`config.mk`:
```
export PLATFORM = sky130hd
export DESIGN_NAME = liu_ja_ctrl
export DESIGN_NICKNAME = d
export VERILOG_FILES = /design/src/liu_ja_pkg.sv /design/src/tx_pattern_gen.sv /design/src/liu_ja_ctrl.sv
export VERILOG_INCLUDE_DIRS = /design/src
export SDC_FILE = /design/constraint.sdc
export NUM_CORES = 1
export LEC_CHECK = 0
export BUFFER_PORTS_ARGS = -buffer_cell sky130_fd_sc_hd__buf_2
export CORE_MARGIN = 1.5
export CORE_UTILIZATION = 35
export CTS_BUF_LIST = sky130_fd_sc_hd__clkbuf_4
export CTS_CLUSTER_DIAMETER = 120
export DETAILED_ROUTE_END_ITERATION = 10
export HOLD_SLACK_MARGIN = 0.1
export PLACE_DENSITY = 0.58
export SYNTH_ARGS = -nofsm -noshare
export SYNTH_HDL_FRONTEND = slang
export SYNTH_SLANG_ARGS = --single-unit
```
`constraint.sdc`:
```
create_clock -name clk -period 2.3 [get_ports clk]
set_input_delay 0.69 -clock clk [delete_from_list [all_inputs] [get_ports clk]]
set_output_delay 0.69 -clock clk [all_outputs]
set_load 0.02 [all_outputs]
```
`src/liu_ja_cfg.svh`:
```
/*
  Offsets, field positions, reset values, pattern codes and timing counts
  for the attenuator and test pattern control block.
  Assumes inclusion by bare name from the package and the design modules.
*/
`ifndef LIU_JA_CFG_SVH
`define LIU_JA_CFG_SVH

`define ADDR_W 5
`define ATTEN_CFG_OFS 5'h01
`define RX_PAT_OFS 5'h02
`define STATUS_OFS 5'h1e

`define ATTEN_CFG_RST 8'h00
`define RX_PAT_RST 8'h00

`define BIT_PATH_HI 3
`define BIT_PATH_LO 2
`define BIT_NARROW_BW 1
`define BIT_DEPTH_SEL 0
`define BIT_RX_ON 7
`define BIT_PAT_HI 6
`define BIT_PAT_LO 4

`define PAT_CODE_ONES 3'h4
`define PAT_CODE_UP 3'h5
`define PAT_CODE_DOWN 3'h6

`define DEPTH_SHALLOW 7'h20
`define DEPTH_DEEP 7'h40

`define LOOP_UP_LEN 3'h5
`define LOOP_DOWN_LEN 3'h3

`define CLK_MHZ 25
`define TX_STALL_NS 2000
`define TX_STALL_CYC ((`TX_STALL_NS * `CLK_MHZ + 999) / 1000)

`endif

```
`src/liu_ja_pkg.sv`:
```
/*
  Types and the shared pattern decode for the attenuator and test pattern
  control block. Assumes the constants header is on the include path.
*/
`include "liu_ja_cfg.svh"

package liu_ja_pkg;

  typedef enum logic [1:0] {
    PAT_NONE = 2'b00,
    PAT_ONES = 2'b01,
    PAT_UP = 2'b11,
    PAT_DOWN = 2'b10
  } pattern_t;

  typedef enum logic [1:0] {
    PATH_OFF = 2'b00,
    PATH_TX = 2'b01,
    PATH_RX = 2'b10
  } atten_path_t;

  function automatic pattern_t decode_pattern(input logic [2:0] code);
    pattern_t p;
    p = PAT_NONE;
    case (code)
      `PAT_CODE_ONES: p = PAT_ONES;
      `PAT_CODE_UP: p = PAT_UP;
      `PAT_CODE_DOWN: p = PAT_DOWN;
      default: p = PAT_NONE;
    endcase
    return p;
  endfunction

endpackage

```
`src/tx_pattern_gen.sv`:
```
/*
  Transmit line bit source: normal data or one of the repeating test
  patterns, advanced once per transmit bit.
  Assumes bit_en is a one-cycle pulse per transmit clock rising edge.
*/
`include "liu_ja_cfg.svh"

module tx_pattern_gen
  import liu_ja_pkg::*;
(
  input wire logic clk,
  input wire logic nrst,
  input wire logic bit_en,
  input wire logic restart,
  input wire pattern_t mode,
  input wire logic data_in,
  output logic line_bit
);

  logic [2:0] phase_r;
  logic [2:0] phase_nxt;
  logic [2:0] pat_len;
  logic line_bit_r;
  logic line_bit_nxt;
  logic last_phase;

  assign pat_len = (mode == PAT_UP) ? `LOOP_UP_LEN : `LOOP_DOWN_LEN;
  assign last_phase = (phase_r == pat_len - 3'h1);
  // A restart sends phase 0 at once, so the next bit is phase 1
  assign phase_nxt = restart ? 3'h1 : last_phase ? 3'h0 : phase_r + 3'h1;

  always_comb begin
    line_bit_nxt = data_in;
    case (mode)
      PAT_ONES: line_bit_nxt = 1'b1;
      PAT_UP: line_bit_nxt = last_phase && !restart;
      PAT_DOWN: line_bit_nxt = last_phase && !restart;
      default: line_bit_nxt = data_in;
    endcase
  end

  always_ff @(posedge clk or negedge nrst) begin
    if (!nrst) begin
      phase_r <= 3'h0;
      line_bit_r <= 1'b0;
    end else if (bit_en) begin
      phase_r <= phase_nxt;
      line_bit_r <= line_bit_nxt;
    end
  end

  assign line_bit = line_bit_r;

endmodule

```
`src/liu_ja_ctrl.sv`:
```
/*
  Host-programmed control for one line interface channel: attenuator
  placement, bandwidth and depth, receiver power, and transmit test patterns.
  Assumes a plain register port on clk, all inputs synchronous to clk, and
  a transmit clock slower than clk/2 so each of its edges is seen.
*/
// Decided for this implementation: the address-and-strobe port.
// Overview of operation
// - Receiver power bit: 1 enables receiver, 0 shuts it and floats pins.
// - Three pattern select bits together choose which test pattern goes out.
// - All-ones selection sends continuous marks instead of normal data.
// - Loop-up selection repeatedly sends the bit sequence 00001.
// - While sending loop-up, ignore loop-code detection, no remote loop-back.
// - Loop-down selection repeatedly sends the bit sequence 001.
// - E1 with narrow bandwidth forces attenuator depth to 64 bits.
`include "liu_ja_cfg.svh"

module liu_ja_ctrl
  import liu_ja_pkg::*;
#(
  parameter int ADDR_W = `ADDR_W,
  parameter int STALL_CYCLES = `TX_STALL_CYC,
  parameter int STALL_W = 8
) (
  input wire logic clk,
  input wire logic nrst,
  input wire logic [ADDR_W-1:0] reg_addr,
  input wire logic [7:0] reg_wdata,
  input wire logic reg_wr,
  input wire logic reg_rd,
  output logic [7:0] reg_rdata,
  input wire logic e1_mode,
  input wire logic tx_clock_in,
  input wire logic tx_data_in,
  output logic tx_data_out,
  input wire logic rx_line_pos,
  input wire logic rx_line_neg,
  output logic rx_line_oe,
  output logic rx_pos_data,
  output logic rx_neg_data,
  output logic receiver_power_on,
  output logic atten_in_tx,
  output logic atten_in_rx,
  output logic atten_narrow_bw,
  output logic [6:0] atten_depth,
  input wire logic auto_loop_detect_cfg_hi,
  input wire logic auto_loop_detect_cfg_lo,
  input wire logic loop_code_seen,
  output logic remote_loop_activate,
  output logic [3:0] term_ctrl,
  output logic [3:0] loop_ctrl
);

  localparam logic [STALL_W-1:0] STALL_MAX = STALL_W'(STALL_CYCLES);

  logic [7:0] atten_cfg_r;
  logic [7:0] rx_pat_r;
  logic [7:0] rdata_r;
  logic [7:0] rdata_nxt;
  logic [7:0] status_word;

  logic sel_atten_cfg;
  logic sel_rx_pat;
  logic sel_status;
  logic wr_atten_cfg;
  logic wr_rx_pat;

  logic tx_clk_d_r;
  logic bit_en;

  pattern_t mode_r;
  pattern_t mode_nxt;
  pattern_t mode_req;
  logic mode_restart;

  logic [STALL_W-1:0] stall_cnt_r;
  logic [STALL_W-1:0] stall_cnt_nxt;
  logic tx_clock_stalled;

  atten_path_t path;
  logic depth_forced;
  logic depth_deep;

  logic rx_pos_r;
  logic rx_neg_r;
  logic loop_detect_armed;
  logic loop_detect_blocked;
  logic remote_loop_r;
  logic remote_loop_nxt;

  // Address decode
  assign sel_atten_cfg = (reg_addr == `ATTEN_CFG_OFS);
  assign sel_rx_pat = (reg_addr == `RX_PAT_OFS);
  assign sel_status = (reg_addr == `STATUS_OFS);
  assign wr_atten_cfg = reg_wr && sel_atten_cfg;
  assign wr_rx_pat = reg_wr && sel_rx_pat;

  always_ff @(posedge clk or negedge nrst) begin
    if (!nrst) begin
      atten_cfg_r <= `ATTEN_CFG_RST;
    end else if (wr_atten_cfg) begin
      atten_cfg_r <= reg_wdata;
    end
  end

  always_ff @(posedge clk or negedge nrst) begin
    if (!nrst) begin
      rx_pat_r <= `RX_PAT_RST;
    end else if (wr_rx_pat) begin
      rx_pat_r <= reg_wdata;
    end
  end

  // Unmapped addresses read as zero
  assign rdata_nxt = !reg_rd ? 8'h00 :
                     sel_atten_cfg ? atten_cfg_r :
                     sel_rx_pat ? rx_pat_r :
                     sel_status ? status_word :
                     8'h00;

  always_ff @(posedge clk or negedge nrst) begin
    if (!nrst) begin
      rdata_r <= 8'h00;
    end else begin
      rdata_r <= rdata_nxt;
    end
  end

  assign reg_rdata = rdata_r;

  assign status_word = {2'b00,
                        loop_detect_blocked,
                        depth_deep,
                        tx_clock_stalled,
                        mode_r == PAT_DOWN,
                        mode_r == PAT_UP,
                        mode_r == PAT_ONES};

  assign path = atten_cfg_r[`BIT_PATH_HI] ? PATH_RX :
                atten_cfg_r[`BIT_PATH_LO] ? PATH_TX :
                PATH_OFF;
  assign atten_in_tx = (path == PATH_TX);
  assign atten_in_rx = (path == PATH_RX);
  assign atten_narrow_bw = atten_cfg_r[`BIT_NARROW_BW];

  assign depth_forced = e1_mode && atten_cfg_r[`BIT_NARROW_BW];
  assign depth_deep = depth_forced || atten_cfg_r[`BIT_DEPTH_SEL];
  assign atten_depth = depth_deep ? `DEPTH_DEEP : `DEPTH_SHALLOW;

  // Bits kept for neighbouring blocks, no behaviour here
  assign term_ctrl = atten_cfg_r[7:4];
  assign loop_ctrl = rx_pat_r[3:0];

  assign receiver_power_on = rx_pat_r[`BIT_RX_ON];
  assign rx_line_oe = receiver_power_on;

  // Powered-off receiver presents quiet data, not stale line levels
  always_ff @(posedge clk or negedge nrst) begin
    if (!nrst) begin
      rx_pos_r <= 1'b0;
      rx_neg_r <= 1'b0;
    end else begin
      rx_pos_r <= receiver_power_on && rx_line_pos;
      rx_neg_r <= receiver_power_on && rx_line_neg;
    end
  end

  assign rx_pos_data = rx_pos_r;
  assign rx_neg_data = rx_neg_r;

  // Transmit clock is a synchronous input, so a rising edge is one delay
  always_ff @(posedge clk or negedge nrst) begin
    if (!nrst) begin
      tx_clk_d_r <= 1'b0;
    end else begin
      tx_clk_d_r <= tx_clock_in;
    end
  end

  assign bit_en = tx_clock_in && !tx_clk_d_r;

  assign mode_req = decode_pattern(rx_pat_r[`BIT_PAT_HI:`BIT_PAT_LO]);

  // Mode only moves on a bit boundary so no pattern is cut mid-bit
  always_comb begin
    mode_nxt = mode_r;
    case (mode_r)
      PAT_NONE: mode_nxt = bit_en ? mode_req : PAT_NONE;
      PAT_ONES: mode_nxt = bit_en ? mode_req : PAT_ONES;
      PAT_UP: mode_nxt = bit_en ? mode_req : PAT_UP;
      PAT_DOWN: mode_nxt = bit_en ? mode_req : PAT_DOWN;
      default: mode_nxt = PAT_NONE;
    endcase
  end

  assign mode_restart = bit_en && (mode_req != mode_r);

  always_ff @(posedge clk or negedge nrst) begin
    if (!nrst) begin
      mode_r <= PAT_NONE;
    end else begin
      mode_r <= mode_nxt;
    end
  end

  tx_pattern_gen u_gen (
    .clk(clk),
    .nrst(nrst),
    .bit_en(bit_en),
    .restart(mode_restart),
    .mode(mode_nxt),
    .data_in(tx_data_in),
    .line_bit(tx_data_out)
  );

  // flag a stopped clock while sending all-ones
  // The block cannot make marks without edges; software sees the stall bit
  assign stall_cnt_nxt = (bit_en || mode_r != PAT_ONES) ? '0 :
                         (stall_cnt_r == STALL_MAX) ? stall_cnt_r :
                         stall_cnt_r + 1'b1;

  always_ff @(posedge clk or negedge nrst) begin
    if (!nrst) begin
      stall_cnt_r <= '0;
    end else begin
      stall_cnt_r <= stall_cnt_nxt;
    end
  end

  assign tx_clock_stalled = (stall_cnt_r == STALL_MAX);

  // block loop activation
  // Taken from the requested mode too, so a reply arriving before the
  // first loop-up bit is already ignored
  assign loop_detect_armed = auto_loop_detect_cfg_hi && auto_loop_detect_cfg_lo;
  assign loop_detect_blocked = (mode_r == PAT_UP) || (mode_req == PAT_UP);
  assign remote_loop_nxt = loop_detect_armed && loop_code_seen && !loop_detect_blocked;

  always_ff @(posedge clk or negedge nrst) begin
    if (!nrst) begin
      remote_loop_r <= 1'b0;
    end else begin
      remote_loop_r <= remote_loop_nxt;
    end
  end

  assign remote_loop_activate = remote_loop_r;

endmodule

```
After elaboration in Yosys (flattened, before gate mapping):

Cells that the tools add are included.

* register bits after elaboration: 42
* bits in latches: 0
* memory bits (writable): 0
* bits in read-only memories: 0
* bits of input ports: 25
* output and inout port bits: 32
* word-level logic and storage cells: 72
* memories: 0

* add/subtract/negate cells: 3
* multiply operators: 0
* divide/modulo/power cells: 0
* $lt $le $gt $ge: 0
* equality and inequality tests: 20
* shift-type cells: 0
* multiplexer cells: 19
* bitwise operators: 0
* reduce and logical (&&, ||, !) cells: 19

Operators by type and width (count)
* 2-to-1 mux 8 bit: 5
* == test 2 bit, second input constant: 6
* logical AND 1 bit: 11
* 2-to-1 mux 2 bit: 5
* == test 3 bit, second input constant: 3
* 2-to-1 mux 3 bit: 3
* adder 8 x 1 -> 8 bit, second input constant: 1
* == test 8 x 6 -> 1 bit, second input constant: 1
* case mux 2 bit (4 select lines): 1
* 2-to-1 mux 7 bit: 1
* == test 2 x 1 -> 1 bit, second input constant: 3
* 2-to-1 mux 6 bit: 1
* case mux 2 bit (3 select lines): 1
* == test 5 x 1 -> 1 bit, second input constant: 1
* == test 5 x 2 -> 1 bit, second input constant: 1
* == test 5 bit, second input constant: 1
* inequality test 2 x 1 -> 1 bit, second input constant: 2
* adder 3 x 1 -> 3 bit, second input constant: 1
* == test 3 bit: 1
* zero test 1 bit: 3
* logical OR 1 bit: 3
* subtractor 3 x 1 -> 3 bit, second input constant: 1
* zero test 2 bit: 1
* inequality test 2 bit: 1
* 3 further kinds: 3

Depth between registers and ports, before layout:

* word-level depth: 10
* mapped depth: 7

By module:

A second synthesis with hierarchy kept.

* cells, all modules: 196
* area total of the unflattened synthesis: 2139.6 um2

By module, submodules not included
* liu_ja_ctrl: times used 1, cells each 166, area an instance 1865.5 um2, sequential area each 950.9 um2
* tx_pattern_gen: times used 1, cells each 30, area an instance 274.0 um2, sequential area each 100.1 um2

Worst setup path before layout:

No wires, ideal clock.

* path type: input port to flip-flop
* from: in tx_clock_in
* to: reg u_gen.line_bit_r, in the netlist u_gen.line_bit
* setup time: 125 ps
* data arrival time: 1732 ps
* required time: 2175 ps
* setup slack: 444 ps
* stages: 5
* path buffers: 0
* cell sequence: nand2b_1 -> mux2i_1 -> mux2i_1 -> o221ai_1 -> mux2_2

* longest elaborated chain between the ends: 9

Ends and longest elaborated chain
* start: declaration: RTL line liu_ja_ctrl.sv:33 `input wire logic tx_clock_in,`
* logical AND 1 bit *: RTL line liu_ja_ctrl.sv:180 `assign bit_en = tx_clock_in && !tx_clk_d_r;`
* 2-to-1 mux 2 bit, on equally long branches
* case mux 2 bit (4 select lines): RTL line liu_ja_ctrl.sv:187 `case (mode_r)`
* == test 2 bit: RTL line tx_pattern_gen.sv:27, tx_pattern_gen.sv:34
* 2-to-1 mux 3 bit (no source line)
* subtractor 3 x 1 -> 3 bit: RTL line tx_pattern_gen.sv:28 `assign last_phase = (phase_r == pat_len - 3'h1);`
* == test 3 bit: RTL line tx_pattern_gen.sv:28
* logical AND 1 bit: RTL line tx_pattern_gen.sv:36, tx_pattern_gen.sv:37
* case mux 1 bit (2 select lines): RTL line tx_pattern_gen.sv:34 `case (mode)`
* end signal: assignment: RTL line tx_pattern_gen.sv:48 `line_bit_r <= line_bit_nxt;`
* end: declaration: RTL line tx_pattern_gen.sv:23 `logic line_bit_r;`

Mark *: on every way between the ends. The rest lies on a longest branch, timed or not.
A chain may end at the register's enable or synchronous reset.

Final worst setup path:

* from: reg atten_cfg_r[1]
* to: out atten_depth[5]

* longest elaborated chain between the ends: 3

Ends and longest elaborated chain
* start: declaration: RTL line liu_ja_ctrl.sv:56 `logic [7:0] atten_cfg_r;`
* start signal: assignment: RTL line liu_ja_ctrl.sv:100 `` atten_cfg_r <= `ATTEN_CFG_RST; ``
* start signal: assignment: RTL line liu_ja_ctrl.sv:102 `atten_cfg_r <= reg_wdata;`
* logical AND 1 bit: RTL line liu_ja_ctrl.sv:146 `` assign depth_forced = e1_mode && atten_cfg_r[`BIT_NARROW_BW]; ``
* logical OR 1 bit: RTL line liu_ja_ctrl.sv:147 `` assign depth_deep = depth_forced || atten_cfg_r[`BIT_DEPTH_SEL]; ``
* 2-to-1 mux 7 bit (no source line)
* end: declaration: RTL line liu_ja_ctrl.sv:45 `output logic [6:0] atten_depth,`

No other way between the ends.

==> run metrics <==
result of the run=finished, final reports clean; depth of the most critical reg-to-reg path=4; crit path buf inv count=2; Routability Congestion=0.756; number of violations of the max-capacitance limit=0; Die X-Extent=80.5 um; endpoint of the worst-slack reg-to-reg timing path=u_gen.phase_r[0]; CTS Buf Count=5; count of fill cells added during filler insertion=584; die extent in y=80.5 um; count of antenna diodes in the layout=0; worst-case vdd ir drop=0.363 mV; floorplan row count=28; wire length of the first global-routing pass=6670 um; growth of design area from synthesis to finish=16.6%; largest incremental delay on the critical path=0.43 ns; Yosys top cell by area=sky130_fd_sc_hd__dfrtp_1; CP max-delay cell=sky130_fd_sc_hd__dfrtp_1; Post-synth top cells=sky130_fd_sc_hd__dfrtp_1, sky130_fd_sc_hd__mux2_2, sky130_fd_sc_hd__buf_4; overall via count from detail_route=1480; cells along the critical path=a21o_1 -> inv_1 -> buf_2; Ports=57; routed wirelength normalized by instance count=13.4 um; portion of the post-synthesis area used by sequential elements=49.9%; worst slew margin relative to its limit=54.5%; Synth Area per Inst=11.2 um2; initial standard-cell utilization of the core=36.0%; clock tree skew after final layout=0.00658 ns; final setup violation count=0; maximum level of the CTS H-tree=2; Detailed Place HPWL=3050 um; count of different cell masters after synthesis=37; initial detailed-routing violation count=71; CTS root buf=sky130_fd_sc_hd__clkbuf_4; total standard cell area after synthesis=2100 um2; Congestion Overflow GR=0; clock slew at reported path FFs=0.13 ns; CTS Sinks=42; share of synthesized registers carrying an async set or reset=100%; static power due to leakage=1.19 nW; cell depth of the worst setup path=3; dominant delay contributor by cell family on the critical path=flip-flops; yosys synthesis warning count=0; r2r startpoint=rx_pat_r[4]; Die Outline Area=6490 um2; vias per cell=4.77; number of nets in the finished design=262; Yosys top cell area share=49.9%; period utilisation layout=81.5%; fin crit period=1.87 ns; top-count cell post-synth=sky130_fd_sc_hd__dfrtp_1; count of nets left with antenna violations after detail routing=0; category of the critical setup timing path=register to output port; layout cells sized above 1=37.0%; final standard cell count with taps included and fillers excluded=310; startpoint of the worst setup timing path=atten_cfg_r[1]; startpoint type of the worst setup path=register; cell types occupying the most area after synthesis=sky130_fd_sc_hd__dfrtp_1, sky130_fd_sc_hd__mux2_2, sky130_fd_sc_hd__buf_4, sky130_fd_sc_hd__nor2b_1, sky130_fd_sc_hd__xor2_1; number of global-route vias before repair=1363; pin slew with the least headroom to its limit=0.675 ns; GRT Resource Usage Total=13.7%; post-route DRC violation count=0; critical path data required time=1.61 ns; critical path capture point type=output port; Worst-Skew Late Latency=0.34 ns; maximum root-to-sink buffer count=2; overall routed net length=4150 um; number of enable-type register cells in the synthesized netlist=0; Post-synth top flop=sky130_fd_sc_hd__dfrtp_1; CTS Hold Bufs=0; number of antenna violations at the first check in global routing=0; unrepaired setup endpoints after global routing=no; length of the first detailed-routing pass in iterations=4; cell count after synthesis=188; TritonCTS clock tree=done; Core ar.=5850 um2; CP Max Fanout=4; worst setup path endpoint=atten_depth[5]; number of buffers added for setup after CTS=0; number of input and output port buffers inserted=51; endpoint arrival time on the critical path=1.18 ns; total count of max-transition violations in the final report=0; Resized Gates After CTS=0; HP Class=input port to async pin; highest attainable clock frequency=534 MHz; pin count of the biggest net entering global routing=29; sum of negative setup slack=0 ns; Power per Cell Area=763 nW/um2; final hold violation count=0; final hold slack=0.345 ns; Cell Count Post-Placement=302; flops & latches, synth=42; Worst R2R Setup Slack=0.55 ns
==> flip-flops by register name (all words and copies together) (netlist names), 2 cells and up <==
register,count
stall_cnt_r,8
reg_rdata,8
mode_r,2
atten_cfg_r,8
rx_pat_r,8
u_gen.phase_r,3
==> kinds of logic (layout without fill, tap and decap cells) <==
| kind of cell | count (synthesis) | in the layout | share of synthesized area (%) |
|---|---|---|---|
| buffers and inverters | 26 | 69 | 7.67 |
| AO/OA/AOI/OAI | 22 | 22 | 7.79 |
| adder cells (fa/ha/maj) | 3 | 3 | 1.78 |
| multiplexers | 20 | 20 | 10.5 |
| XOR/XNOR | 8 | 8 | 3.33 |
| other | 1 | 5 | 0.178 |
| AND/OR/NAND/NOR | 66 | 66 | 18.8 |
| flip-flops | 42 | 42 | 49.9 |
==> power breakdown <==
part	internal [mW]	switching (mW)
sequential	0.835	0.110
combinational	0.200	0.245
clock	0.241	0.240
total	1.28	0.595
==> layout make-up <==
type	instances	area, um2	share of cell area, %
clock inverter	2	37.5	1.53
tap	75	93.8	3.82
clock buffer	6	45.0	1.84
multi-input combinational	124	907	37.0
inverter	3	11.3	0.459
sequential	42	1050	42.8
timing repair buffer	58	308	12.5
==> metal layers <==
metal  track usage [%]  share of wire (%)  vias to the layer above
li1                  -                  -                      732
met5                 0                  0                        -
met4              3.10               0.46                        0
met3              5.23                4.9                        2
met2              20.9                 46                       33
met1              18.3                 49                      713
==> worst reg2reg max path, stage by stage (launching register included) <==
cell and delay, ns:
sky130_fd_sc_hd__dfrtp_1 0.56, sky130_fd_sc_hd__a21boi_0 0.17, sky130_fd_sc_hd__o311ai_0 0.61, sky130_fd_sc_hd__a21boi_0 0.24
sky130_fd_sc_hd__o21ai_1 0.07
==> stage by stage <==
stage / setup WS (ns) / power [mW] / utilization (%) / cell area (um2)
2_1_floorplan: 0.444 / 1.30 / - / 2120
3_3_place_gp: 0.413 / 1.40 / 40.5 / 2370
3_5_place_dp: 0.365 / 1.41 / 40.5 / 2370
4_1_cts: 0.391 / 1.90 / 41.9 / 2450
5_1_grt: 0.334 / 2.00 / 41.9 / 2450
6_report: 0.427 / 1.87 / 41.9 / 2450
==> cell usage in the layout, fill, tap and decap left out, drive strengths merged, types with 2 or more instances in the layout <==
cell    netlist  routed
nand4b        2       2
inv           3       3
xor2          6       6
a222oi        4       4
nand3b        2       2
conb          1       5
nor2b        10      10
mux2i         3       3
nand2b        6       6
nor3b         3       3
a22oi         3       3
nor2         12      12
nor4          3       3
mux2         17      17
xnor2         2       2
clkbuf        4       6
o21ai         5       5
nand2        15      15
ha            3       3
dfrtp        42      42
nand3         7       7
buf          19      58
and2          3       3
a21boi        4       4
==> worst min-delay path by stage <==
stage                      to  slack (ns)
6_report         reg_rdata[4]        0.34
5_1_grt        atten_cfg_r[6]        0.36
4_1_cts          reg_rdata[4]        0.35
3_5_place_dp   u_gen.line_bit        0.49
3_3_place_gp   u_gen.line_bit        0.49
2_1_floorplan  atten_cfg_r[0]        0.39
Note: power is estimated with default switching activity, not from simulation.
